## src/rtl/serial_ctrl_defines.svh

```systemverilog
// Purpose: Offsets, field positions, reset values and timing counts.
// Assumes: Wishbone byte address is four times the register index.
// Notes: Included by bare name.
`ifndef SERIAL_CTRL_DEFINES_SVH
`define SERIAL_CTRL_DEFINES_SVH

`define IDX_OPERATION_MODE 16'hff50
`define IDX_BAUD_DIVISOR 16'hff51
`define IDX_RX_BUFFER 16'hff52
`define IDX_RECEIVE_ERROR_STATUS 16'hff53
`define IDX_TRANSMIT_BUFFER 16'hff54
`define IDX_TRANSMIT_STATUS 16'hff55

`define RST_OPERATION_MODE 8'h01
`define RST_TRANSMIT_BUFFER 8'hff
`define RST_RX_BUFFER 8'hff
`define RST_BAUD_DIVISOR 8'hff
`define MIN_BAUD_DIVISOR 8'h08

`define BIT_POWER 7
`define BIT_TX_EN 6
`define BIT_RX_EN 5
`define BIT_PAR_HI 4
`define BIT_PAR_LO 3
`define BIT_CHAR_LEN 2
`define BIT_STOP_LEN 1
`define BIT_ERR_ROUTE 0

`define BIT_PARITY_ERR 2
`define BIT_FRAMING_ERR 1
`define BIT_OVERRUN_ERR 0
`define BIT_TX_BUF_FULL 1
`define BIT_TX_SHIFT_BUSY 0

`define BASE_CLOCK_NS 100
`define CLK_PERIOD_NS 10
`define BASE_DIV_CYCLES (`BASE_CLOCK_NS / `CLK_PERIOD_NS)
`define POWER_UP_BASE_CLOCKS 2

`endif

```

## src/rtl/serial_ctrl_pkg.sv

```systemverilog
// Purpose: Types shared by the serial transceiver files.
// Assumes: Constants live in serial_ctrl_defines.svh.
// Notes: One-hot state codes.
package serial_ctrl_pkg;
	typedef enum logic [4:0] {
		TX_IDLE = 5'b00001,
		TX_START = 5'b00010,
		TX_DATA = 5'b00100,
		TX_PAR = 5'b01000,
		TX_STOP = 5'b10000
	} tx_state_t;
	typedef enum logic [4:0] {
		RX_IDLE = 5'b00001,
		RX_START = 5'b00010,
		RX_DATA = 5'b00100,
		RX_PAR = 5'b01000,
		RX_STOP = 5'b10000
	} rx_state_t;
	typedef enum logic [1:0] {
		PAR_NONE = 2'b00,
		PAR_ZERO = 2'b01,
		PAR_ODD = 2'b10,
		PAR_EVEN = 2'b11
	} parity_mode_t;
endpackage : serial_ctrl_pkg

```

## src/rtl/serial_ctrl.sv

```systemverilog
// Purpose: Asynchronous serial transceiver with Wishbone register access.
// Assumes: Serial input synchronous to clk_i; one clock domain.
// Notes: Bit time is a count of base clocks from baud_divisor.
//
// Local design decision: the Wishbone register port.
`timescale 1ns/100ps
`include "serial_ctrl_defines.svh"
// Function
// - Transmit buffer write starts transmission, resets FFH
// - Buffer to shift: first at once, continuous before done
// - Load and bit output on base clock tick
// - Power off: stop clock, reset, line high
// - Power off clears status, flags, receive buffer
// - Counter runs at second base clock after power
// - Transmit enable low resets transmit circuit
// - Receive enable low resets receive circuit
// - Character length seven or eight bits
// - Transmitter sends one or two stop bits
// - Receiver checks only first stop bit
// - Error routed to error or done interrupt
// - Receive enable on low line starts reception
// - Parity and framing errors; read clears flags
// - Overrun flagged, new byte discarded
// - Status registers clear on disable or power off
// - Buffer full and shift busy flags
module serial_ctrl (
	// Clock, reset, enable
	input wire logic clk_i,
	input wire logic rst_i,
	input wire logic ce_i,
	// Wishbone slave
	input wire logic cyc_i,
	input wire logic stb_i,
	input wire logic we_i,
	input wire logic [17:2] adr_i,
	input wire logic [3:0] sel_i,
	input wire logic [31:0] dat_i,
	output logic [31:0] dat_o,
	output logic ack_o,
	// Serial line
	input wire logic serial_in_pin_i,
	output logic serial_out_pin_o,
	// Events
	output logic tx_done_irq_o,
	output logic rx_done_irq_o,
	output logic rx_error_irq_o
);
	import serial_ctrl_pkg::*;

	logic [7:0] operation_mode;
	logic [7:0] baud_divisor;
	logic [7:0] tx_buffer_reg;
	logic [7:0] tx_shift_reg;
	logic [7:0] rx_buffer_reg;
	logic [7:0] rx_shift_reg;
	logic tx_buffer_full_flag;
	logic tx_shift_busy_flag;
	logic parity_err_flag;
	logic framing_err_flag;
	logic overrun_err_flag;
	logic rx_full;
	tx_state_t tx_state;
	rx_state_t rx_state;
	logic [7:0] tx_cnt;
	logic [7:0] rx_cnt;
	logic [2:0] tx_bit;
	logic [2:0] rx_bit;
	logic [1:0] tx_stops;
	logic rx_par_bit;
	logic base_tick;
	logic run;
	logic bit_tick_en;

	logic unit_power_enable;
	logic tx_enable_bit;
	logic rx_enable_bit;
	parity_mode_t parity_select;
	logic char_length_sel;
	logic stop_len_sel;
	logic err_irq_route;
	logic tx_on;
	logic rx_on;
	logic rx_line;
	logic [2:0] last_bit;
	logic [7:0] char_mask;
	logic [7:0] bit_len;
	logic [7:0] half_len;
	logic req;
	logic wr;
	logic rd;
	logic wr_mode;
	logic wr_txb;
	logic rd_err;
	logic rd_rxb;
	logic tx_load;
	logic tx_frame_end;
	logic rx_tick;
	logic rx_done;
	logic rx_pe;
	logic rx_fe;
	logic [7:0] next_rx_data;

	assign unit_power_enable = operation_mode[`BIT_POWER];
	assign tx_enable_bit = operation_mode[`BIT_TX_EN];
	assign rx_enable_bit = operation_mode[`BIT_RX_EN];
	assign parity_select = parity_mode_t'(
		operation_mode[`BIT_PAR_HI:`BIT_PAR_LO]);
	assign char_length_sel = operation_mode[`BIT_CHAR_LEN];
	assign stop_len_sel = operation_mode[`BIT_STOP_LEN];
	assign err_irq_route = operation_mode[`BIT_ERR_ROUTE];
	assign tx_on = unit_power_enable && tx_enable_bit;
	assign rx_on = unit_power_enable && rx_enable_bit;
	// Input reads high while unpowered
	assign rx_line = unit_power_enable ? serial_in_pin_i : 1'b1;
	assign last_bit = char_length_sel ? 3'd7 : 3'd6;
	assign char_mask = char_length_sel ? 8'hff : 8'h7f;
	// Too short a divisor would leave no room for a mid-bit sample
	assign bit_len = (baud_divisor < `MIN_BAUD_DIVISOR) ?
		`MIN_BAUD_DIVISOR : baud_divisor;
	assign half_len = {1'b0, bit_len[7:1]};
	assign bit_tick_en = base_tick && run;

	base_clock_gen u_base (
		.clk_i(clk_i),
		.rst_i(rst_i),
		.ce_i(ce_i),
		.power_i(unit_power_enable),
		.base_tick_o(base_tick),
		.run_o(run)
	);

	// Wishbone: one wait state, ack registered
	assign req = ce_i && cyc_i && stb_i && !ack_o;
	assign wr = req && we_i && sel_i[0];
	assign rd = req && !we_i;
	assign wr_mode = wr && adr_i == `IDX_OPERATION_MODE;
	assign wr_txb = wr && adr_i == `IDX_TRANSMIT_BUFFER;
	assign rd_err = rd && adr_i == `IDX_RECEIVE_ERROR_STATUS;
	assign rd_rxb = rd && adr_i == `IDX_RX_BUFFER;

	always_ff @(posedge clk_i) begin
		if (rst_i) begin
			ack_o <= 1'b0;
		end else if (ce_i) begin
			ack_o <= cyc_i && stb_i && !ack_o;
		end
	end

	// Unmapped reads return zero, unmapped writes are dropped
	always_ff @(posedge clk_i) begin
		if (rst_i) begin
			dat_o <= 32'h0000_0000;
		end else if (rd) begin
			unique case (adr_i)
				`IDX_OPERATION_MODE: dat_o <= {24'h0, operation_mode};
				`IDX_BAUD_DIVISOR: dat_o <= {24'h0, baud_divisor};
				`IDX_RX_BUFFER: dat_o <= {24'h0, rx_buffer_reg};
				`IDX_RECEIVE_ERROR_STATUS: dat_o <= {29'h0, parity_err_flag,
					framing_err_flag, overrun_err_flag};
				`IDX_TRANSMIT_BUFFER: dat_o <= {24'h0, tx_buffer_reg};
				`IDX_TRANSMIT_STATUS: dat_o <= {30'h0,
					tx_buffer_full_flag, tx_shift_busy_flag};
				default: dat_o <= 32'h0000_0000;
			endcase
		end
	end

	always_ff @(posedge clk_i) begin
		if (rst_i) begin
			operation_mode <= `RST_OPERATION_MODE;
		end else if (wr_mode) begin
			operation_mode <= dat_i[7:0];
		end
	end

	always_ff @(posedge clk_i) begin
		if (rst_i) begin
			baud_divisor <= `RST_BAUD_DIVISOR;
		end else if (wr && adr_i == `IDX_BAUD_DIVISOR) begin
			baud_divisor <= dat_i[7:0];
		end
	end

	// Buffer keeps its value over disable; only reset sets FFH
	always_ff @(posedge clk_i) begin
		if (rst_i) begin
			tx_buffer_reg <= `RST_TRANSMIT_BUFFER;
		end else if (wr_txb) begin
			tx_buffer_reg <= dat_i[7:0];
		end
	end

	// Load at once when idle, or at frame end when continuing
	assign tx_frame_end = bit_tick_en && tx_state == TX_STOP &&
		tx_cnt == 8'h00 && tx_stops == 2'h0;
	assign tx_load = tx_buffer_full_flag && base_tick &&
		(tx_state == TX_IDLE || tx_frame_end);

	always_ff @(posedge clk_i) begin
		if (rst_i || (ce_i && !tx_on)) begin
			tx_buffer_full_flag <= 1'b0;
		end else if (wr_txb) begin
			tx_buffer_full_flag <= 1'b1;
		end else if (tx_load) begin
			tx_buffer_full_flag <= 1'b0;
		end
	end

	// Transmit shifter; a power or enable drop resets it
	always_ff @(posedge clk_i) begin
		if (rst_i || (ce_i && !tx_on)) begin
			tx_state <= TX_IDLE;
			tx_shift_reg <= 8'hff;
			tx_cnt <= 8'h00;
			tx_bit <= 3'd0;
			tx_stops <= 2'h0;
			tx_shift_busy_flag <= 1'b0;
			serial_out_pin_o <= 1'b1;
			tx_done_irq_o <= 1'b0;
		end else if (ce_i) begin
			tx_done_irq_o <= tx_frame_end;
			if (tx_load) begin
				tx_shift_reg <= tx_buffer_reg;
				tx_shift_busy_flag <= 1'b1;
				tx_state <= TX_START;
				tx_cnt <= 8'h00;
			end else if (tx_frame_end) begin
				tx_shift_busy_flag <= 1'b0;
				tx_state <= TX_IDLE;
			end else if (bit_tick_en) begin
				if (tx_cnt != 8'h00) begin
					tx_cnt <= tx_cnt - 8'h01;
				end else begin
					tx_cnt <= bit_len - 8'h01;
					unique case (tx_state)
						TX_IDLE: serial_out_pin_o <= 1'b1;
						TX_START: begin
							serial_out_pin_o <= 1'b0;
							tx_bit <= 3'd0;
							tx_state <= TX_DATA;
						end
						TX_DATA: begin
							serial_out_pin_o <= tx_shift_reg[tx_bit];
							if (tx_bit == last_bit) begin
								tx_state <= (parity_select == PAR_NONE) ?
									TX_STOP : TX_PAR;
								tx_stops <= stop_len_sel ? 2'h2 : 2'h1;
							end else begin
								tx_bit <= tx_bit + 3'd1;
							end
						end
						TX_PAR: begin
							unique case (parity_select)
								PAR_ZERO: serial_out_pin_o <= 1'b0;
								PAR_ODD: serial_out_pin_o <=
									~^(tx_shift_reg & char_mask);
								PAR_EVEN: serial_out_pin_o <=
									^(tx_shift_reg & char_mask);
								PAR_NONE: serial_out_pin_o <= 1'b1;
							endcase
							tx_state <= TX_STOP;
						end
						TX_STOP: begin
							// Each stop bit stands a full bit before frame end
							serial_out_pin_o <= 1'b1;
							tx_stops <= tx_stops - 2'h1;
						end
					endcase
				end
			end
		end
	end

	// Receiver; sampling mid-bit after a low line is seen
	assign rx_tick = bit_tick_en && rx_cnt == 8'h00;
	assign rx_done = rx_tick && rx_state == RX_STOP;
	assign rx_fe = !rx_line;
	assign rx_pe = (parity_select == PAR_ODD &&
		rx_par_bit != ~^(rx_shift_reg & char_mask)) ||
		(parity_select == PAR_EVEN &&
		rx_par_bit != ^(rx_shift_reg & char_mask));
	assign next_rx_data = rx_shift_reg & char_mask;

	always_ff @(posedge clk_i) begin
		if (rst_i || (ce_i && !rx_on)) begin
			rx_state <= RX_IDLE;
			rx_shift_reg <= 8'hff;
			rx_cnt <= 8'h00;
			rx_bit <= 3'd0;
			rx_par_bit <= 1'b0;
		end else if (ce_i) begin
			if (rx_state == RX_IDLE) begin
				if (!rx_line && run) begin
					rx_state <= RX_START;
					rx_cnt <= half_len;
				end
			end else if (bit_tick_en && rx_cnt != 8'h00) begin
				rx_cnt <= rx_cnt - 8'h01;
			end else if (rx_tick) begin
				rx_cnt <= bit_len - 8'h01;
				unique case (rx_state)
					RX_START: begin
						rx_bit <= 3'd0;
						rx_state <= RX_DATA;
					end
					RX_DATA: begin
						rx_shift_reg[rx_bit] <= rx_line;
						if (rx_bit == last_bit) begin
							rx_state <= (parity_select == PAR_NONE) ?
								RX_STOP : RX_PAR;
						end else begin
							rx_bit <= rx_bit + 3'd1;
						end
					end
					RX_PAR: begin
						rx_par_bit <= rx_line;
						rx_state <= RX_STOP;
					end
					RX_STOP: rx_state <= RX_IDLE;
					RX_IDLE: rx_state <= RX_IDLE;
				endcase
			end
		end
	end

	// Receive buffer survives enable drop, not power drop
	always_ff @(posedge clk_i) begin
		if (rst_i || (ce_i && !unit_power_enable)) begin
			rx_buffer_reg <= `RST_RX_BUFFER;
		end else if (rx_done && !rx_full) begin
			rx_buffer_reg <= next_rx_data;
		end
	end

	// Unread marker; a new byte beats a read in the same cycle
	always_ff @(posedge clk_i) begin
		if (rst_i || (ce_i && !rx_on)) begin
			rx_full <= 1'b0;
		end else if (rx_done) begin
			rx_full <= 1'b1;
		end else if (rd_rxb) begin
			rx_full <= 1'b0;
		end
	end

	// Error flags: set wins over the clearing read
	always_ff @(posedge clk_i) begin
		if (rst_i || (ce_i && !rx_on)) begin
			parity_err_flag <= 1'b0;
			framing_err_flag <= 1'b0;
			overrun_err_flag <= 1'b0;
		end else if (ce_i) begin
			if (rx_done) begin
				parity_err_flag <= rx_pe || (parity_err_flag && !rd_err);
				framing_err_flag <= rx_fe || (framing_err_flag && !rd_err);
				overrun_err_flag <= rx_full ||
					(overrun_err_flag && !rd_err);
			end else if (rd_err) begin
				parity_err_flag <= 1'b0;
				framing_err_flag <= 1'b0;
				overrun_err_flag <= 1'b0;
			end
		end
	end

	// Error goes to exactly one interrupt line
	always_ff @(posedge clk_i) begin
		if (rst_i || (ce_i && !rx_on)) begin
			rx_done_irq_o <= 1'b0;
			rx_error_irq_o <= 1'b0;
		end else if (ce_i) begin
			if (rx_done && (rx_pe || rx_fe || rx_full)) begin
				rx_error_irq_o <= !err_irq_route;
				rx_done_irq_o <= err_irq_route;
			end else begin
				rx_error_irq_o <= 1'b0;
				rx_done_irq_o <= rx_done;
			end
		end
	end
endmodule : serial_ctrl

```

## src/rtl/base_clock_gen.sv

```systemverilog
// Purpose: Base clock tick and power-up gating of the bit counters.
// Assumes: Tick marks the falling edge of the base clock.
// Notes: Counters held while power is off.
`timescale 1ns/100ps
`include "serial_ctrl_defines.svh"
module base_clock_gen (
	// Clock and reset
	input wire logic clk_i,
	input wire logic rst_i,
	input wire logic ce_i,
	// Control
	input wire logic power_i,
	// Ticks
	output logic base_tick_o,
	output logic run_o
);
	localparam int DIV = `BASE_DIV_CYCLES;
	logic [7:0] div_cnt;
	logic [1:0] up_cnt;

	// Divider stopped means base clock held low while unpowered
	always_ff @(posedge clk_i) begin
		if (rst_i || (ce_i && !power_i)) begin
			div_cnt <= 8'h00;
		end else if (ce_i) begin
			if (div_cnt == 8'(DIV - 1)) begin
				div_cnt <= 8'h00;
			end else begin
				div_cnt <= div_cnt + 8'h01;
			end
		end
	end

	assign base_tick_o = ce_i && power_i && (div_cnt == 8'(DIV - 1));

	// Counter output enabled from the second base clock on
	always_ff @(posedge clk_i) begin
		if (rst_i || (ce_i && !power_i)) begin
			up_cnt <= 2'h0;
		end else if (base_tick_o && up_cnt != 2'(`POWER_UP_BASE_CLOCKS)) begin
			up_cnt <= up_cnt + 2'h1;
		end
	end

	assign run_o = (up_cnt == 2'(`POWER_UP_BASE_CLOCKS));
endmodule : base_clock_gen

```

## config.mk

```make
export PLATFORM = sky130hd
export DESIGN_NAME = serial_ctrl
export DESIGN_NICKNAME = d
export VERILOG_FILES = /design/src/rtl/serial_ctrl_pkg.sv /design/src/rtl/serial_ctrl.sv /design/src/rtl/base_clock_gen.sv
export VERILOG_INCLUDE_DIRS = /design/src /design/src/rtl
export SDC_FILE = /design/constraint.sdc
export NUM_CORES = 1
export LEC_CHECK = 0
export ABC_AREA = 1
export ABC_CLOCK_PERIOD_IN_PS = 4880
export BUFFER_PORTS_ARGS = -buffer_cell sky130_fd_sc_hd__buf_2
export CAP_MARGIN = 20
export CELL_PAD_IN_SITES_DETAIL_PLACEMENT = 2
export CELL_PAD_IN_SITES_GLOBAL_PLACEMENT = 2
export CORE_MARGIN = 1
export CORE_UTILIZATION = 30
export DETAILED_ROUTE_END_ITERATION = 6
export PLACE_DENSITY = 0.85
export SYNTH_ARGS = -nofsm -noshare
export SYNTH_HDL_FRONTEND = slang
export SYNTH_HIERARCHICAL = 1
export SYNTH_SLANG_ARGS = --single-unit
```

## constraint.sdc

```tcl
create_clock -name clk_i -period 4.88 [get_ports clk_i]
set_input_delay 0.976 -clock clk_i [delete_from_list [all_inputs] [get_ports clk_i]]
set_output_delay 0.976 -clock clk_i [all_outputs]
set_load 0.005 [all_outputs]
```

# Word-level counts from Yosys, hierarchy flattened
# Cells that the tools add are included.
word_totals:
  register_bits: 136
  latch_bits: 0
  mem_bits_rw: 0
  rom_bits: 0
  input_bits: 59
  output_inout_bits: 37
  word_cells: 229
  mem_count: 0
op_classes:
  n_addsub: 8
  mul: 0
  n_div: 0
  n_lt_le_gt_ge: 4
  eq_ne: 35
  shifts: 0
  mux: 53
  n_bitwise: 7
  n_reduce_logical: 94
ops:
  columns: ["operator", "count"]
  rows:
  - ["$eq 16x16->1 const B", 6]
  - ["$mux 8", 11]
  - ["$mux 5", 11]
  - ["$pmux 8 s6", 1]
  - ["$logic_and 1x1->1", 39]
  - ["$reduce_and 5->1", 5]
  - ["$sub 8x1->8 const B", 3]
  - ["$pmux 5 s4", 1]
  - ["$reduce_bool 2->1", 9]
  - ["$and 8x8->8", 2]
  - ["$logic_not 8->1", 2]
  - ["$mux 1", 16]
  - ["$reduce_bool 8->1", 2]
  - ["$reduce_xnor 8->1", 2]
  - ["$reduce_xor 8->1", 2]
  - ["$pmux 5 s3", 1]
  - ["$reduce_and 7->1", 2]
  - ["$ne 2x2->1 const B", 6]
  - ["$pmux 3 s2", 2]
  - ["$eq 5x1->1 const B", 2]
  - ["$eq 5x2->1 const B", 2]
  - ["$eq 5x3->1 const B", 2]
  - ["$eq 5x4->1 const B", 2]
  - ["$eq 5x5->1 const B", 2]
  - ["other kinds (32)", 68]

# Logic depth before layout (Yosys ltp)
logic_depth:
  word_depth: 10
  ltp_mapped: 15
  mapped_depth_nobuf: 15

# Hierarchy
# The synthesis kept the hierarchy.
modules_own_cells:
  columns: ["mod", "instances", "cells_each", "area_each_um2", "seq_area_each_um2"]
  rows:
  - ["serial_ctrl", 1, 866, 5783.0, 2042.0]
  - ["base_clock_gen", 1, 76, 565.5, 200.2]

# Worst setup path before layout
# No wires, ideal clock.
synth_path:
  kind: "input to register"
  start: "input ce_i"
  end: "register rx_buffer_reg[3]"
  t_arrival_ns: 2.420
  t_required_ns: 4.760
  slack_ns: 2.340
  stages: 12
  n_path_buf: 2
  cell_sequence: "buf_6 > nand2_1 > nor3_1 > nand2_1 > inv_1 > nand2_2 > or2_4 > nor2_4 > inv_2 > buf_6 > a21oi_1 > o21ai_1"
synth_between:
  elab_chain_len: 6
  word_cells_on_any_way: 8
synth_lines:
  columns: ["item", "line", "rtl"]
  rows:
  - ["from (decl)", "serial_ctrl.sv:30", "input wire logic ce_i,"]
  - ["$logic_and 1x1->1 (2 in a row)", "base_clock_gen.sv:34", "assign base_tick_o = ce_i && power_i && (div_cnt == 8'(DIV - 1));"]
  - ["net base_tick", "serial_ctrl.sv:70", "logic base_tick;"]
  - ["$logic_and 1x1->1", "serial_ctrl.sv:121", "assign bit_tick_en = base_tick && run;"]
  - ["$logic_and 1x1->1", "serial_ctrl.sv:275", "assign rx_tick = bit_tick_en && rx_cnt == 8'h00;"]
  - ["$logic_and 1x1->1", "serial_ctrl.sv:276", "assign rx_done = rx_tick && rx_state == RX_STOP;"]
  - ["$logic_and 1x1->1", "serial_ctrl.sv:330", "end else if (rx_done && !rx_full) begin"]
  - ["to (signal assigned)", "serial_ctrl.sv:329", "rx_buffer_reg <= `RST_RX_BUFFER;"]
  - ["to (signal assigned)", "serial_ctrl.sv:331", "rx_buffer_reg <= next_rx_data;"]
  - ["to (decl)", "serial_ctrl.sv:54", "logic [7:0] rx_buffer_reg;"]
# The timed path passes the listed nets, and every way through them passes these cells.
# A chain may end at the register's enable or synchronous reset.

# Worst setup path after layout
layout_path:
  start: "input ce_i"
  end: "register tx_cnt[0]"
layout_between:
  elab_chain_len: 10
  word_cells_on_any_way: 15
layout_lines:
  columns: ["item", "line", "rtl"]
  rows:
  - ["$logic_and 1x1->1 * (2 in a row)", "base_clock_gen.sv:34", null]
  - ["net base_tick", "serial_ctrl.sv:70", null]
  - ["$logic_and 1x1->1", "serial_ctrl.sv:121", null]
  - ["$logic_and 1x1->1 (2 in a row)", "serial_ctrl.sv:194", "assign tx_frame_end = bit_tick_en && tx_state == TX_STOP &&"]
  - ["$logic_and 1x1->1", "serial_ctrl.sv:195", "tx_cnt == 8'h00 && tx_stops == 2'h0;"]
  - ["$logic_or 1x1->1", "serial_ctrl.sv:197", "(tx_state == TX_IDLE || tx_frame_end);"]
  - ["$logic_and 1x1->1", "serial_ctrl.sv:196", "assign tx_load = tx_buffer_full_flag && base_tick &&"]
  - ["$ne 2x2->1 (no line) / $reduce_bool 2->1 (equally long branches)", null, null]
  - ["$reduce_and 3->1 (no line)", null, null]
  - ["to (signal assigned)", "serial_ctrl.sv:232", "tx_cnt <= tx_cnt - 8'h01;"]
  - ["to (signal assigned)", "serial_ctrl.sv:234", "tx_cnt <= bit_len - 8'h01;"]
  - ["to (decl)", "serial_ctrl.sv:64", "logic [7:0] tx_cnt;"]
# The timed path passes the listed nets; every way through them passes the cells marked *.

==> metrics.csv <==
metric,value,unit
antenna_found_initial,0,
gp_congestion,0.811,
maxCapViolCount,0,
ant_nets,0,
grt_max_degree,26,
setup.worst_path.end_class,register,
dr.first_iter.drc_count,197,
vias_per_cell,5.03,
yosysTopAreaCellShare,0.353,
fin_skew,10.3,ps
p_switching,0.421,mW
fp.coreArea,20500,um2
setup_viol,0,
timing.reg2reg.worst_path_depth,12,
cts.sinks,112,
diodes,0,
port_buffers,44,
p_int,1.35,mW
synth_area,6350,um2
yosys.area.top_type,dfxtp_1,
arrival,3530,ps
dr.pass1.iters,4,
synth-seq-cells,112,
whs_path_depth,2,
synth.most_common_cell,nand2_1,
cts_tree,built,
start_kind,input pin,
seq_power_share,0.518,
drc_errors,0,
wl_per_cell,16.7,um
netlist_top_cells_count,"nand2_1 (226), dfxtp_1 (112), inv_1 (112)",
crit_fanout,15,
fin_tns_setup,0,ps
critPathRequiredTime,5130,ps
p_per_area,251,nW/um2
ioPinCount,96,
postSynthAreaPerCell,6.74,um2
cts_resized,0,
postSynthCellCount,942,
cts_setup_buffers,0,
p_comb_frac,0.037,
fmax,305,MHz
clockRootBuffer,clkbuf_16,
synth.area.top_cells,"dfxtp_1 (35%), nand2_1 (13%), inv_1 (6.6%), a21oi_1 (6.5%), nand3_1 (5.6%)",
die_w,147,um
min_period,3280,ps
slew_violations,0,
ys_seq_area_frac,0.353,
cts.clk_slew.worst_paths,80,ps
final_nets,1054,
grt_overflow,0,
clk_path_buf_depth,2,
setup_slack,1600,ps
synth_edf_count,0,
vdd_drop_max,0.153,mV
relSlewSlack,0.407,
tightestPinTransition,885,ps
cts-buffers-inserted,9,
synth-async-reset-ratio,0,
dp_slack,1310,ps
hpwl,16200,um
ys.flop_type,dfxtp_1,
status,completed,
syn2layout_area_growth,11.2,%
holdBufCountCts,0,
insertion_delay,360,ps
vias,6332,
routed_wl,21000,um
first_global_vias,6859,
drive_above_1_share,0.111,
power.leakage,3.12,nW
final_hold_viol_count,0,
critical_path_class,in -> reg,
die-area,21700,um2
initial_core_util,0.310,
rsz0062_at_grt,no,
finalCritPeriodShare,0.672,
synth-warning-count,6,
rows,52,
grt.total_usage,0.201,
grt_pass1_wl,34700,um
die_y,147,um
netSwitchingFraction,0.238,
pwr-share-clk,0.445,
p_total,1.77,mW
worstHoldPathType,reg -> reg,
cts_max_level,3,
yosysUniqueCellTypes,41,
==> power by group through the flow <==
stage | sequential [mW] | clock, mW | combinational [mW]
global route | 0.917 | 0.852 | 0.0732
floorplan | 0.938 | 0 | 0.0479
detailed placement | 0.938 | 0 | 0.0660
global placement | 0.938 | 0 | 0.0642
finish | 0.916 | 0.787 | 0.0660
CTS | 0.916 | 0.816 | 0.0662
==> final timing paths <==
check              end  slack (ps)               from
max          tx_cnt[0]        1600               ce_i
min           dat_o[4]         470           dat_o[4]
max reg2reg  tx_cnt[0]        2000  u_base/div_cnt[0]
min reg2reg   dat_o[4]         470           dat_o[4]
==> through the flow <==
step / hold slack, ps / utilization / area [um2] / cells
after floorplan: 439 / - / 6430 / 965
after global placement: 451 / 0.329 / 6750 / 1244
after detailed placement: 458 / 0.329 / 6750 / 1244
after CTS: 470 / 0.345 / 7060 / 1260
after global routing: 498 / 0.345 / 7060 / 1260
final: 470 / 0.345 / 7060 / 1260
==> worst max-delay path, cell delays in order <==
cell and delay, ps:
buf_2 380, nand2_1 130, nor3_1 540, nand2_1 200
inv_1 270, nand3_2 190, nand2_2 130, nand3_4 160
nand2_2 210, inv_1 160, nand2_1 90, a21oi_1 60
==> cells in the final DEF (no fill, tap or decap), types with 7 or more instances in the layout <==
cell type	instances
nand2_1	226
inv_1	112
dfxtp_1	112
a21oi_1	82
nor2_1	76
nand3_1	71
o21ai_0	54
buf_2	44
conb_1	24
o211ai_1	23
nand4_1	20
nor3_1	17
o21ai_1	16
inv_2	11
ha_1	10
xor2_1	9
clkbuf_16	9
xnor2_1	8
nor2_4	7
nand2_2	7
==> cell type report <==
| type | count | area, um2 |
|---|---|---|
| fillers | 2515 | 13400 |
| flip-flops and latches | 112 | 2240 |
| well taps | 270 | 338 |
| repair buffers | 48 | 250 |
| clock buffers | 10 | 239 |
| multi-input cells | 690 | 3460 |
| clock inverters | 6 | 68.8 |
| inverters | 124 | 465 |
==> logic make-up after synthesis <==
group / Yosys count / share of synthesized area
buffers and inverters: 163 / 0.116
xor gates and xnor gates: 17 / 0.0235
and+or+nand+nor: 450 / 0.323
AOI/OAI and AO/OA: 189 / 0.164
other: 1 / 0.000591
adders and majority gates: 10 / 0.0197
DFF: 112 / 0.353
==> per-layer routing <==
metal / wire length [um] / vias up / track usage
met5: 0 / - / 0
met4: 401 / 0 / 0.0588
met3: 578 / 28 / 0.0287
met2: 10400 / 71 / 0.361
met1: 9580 / 3103 / 0.247
li1: - / 3130 / -
(Power assumes the default switching activity.)
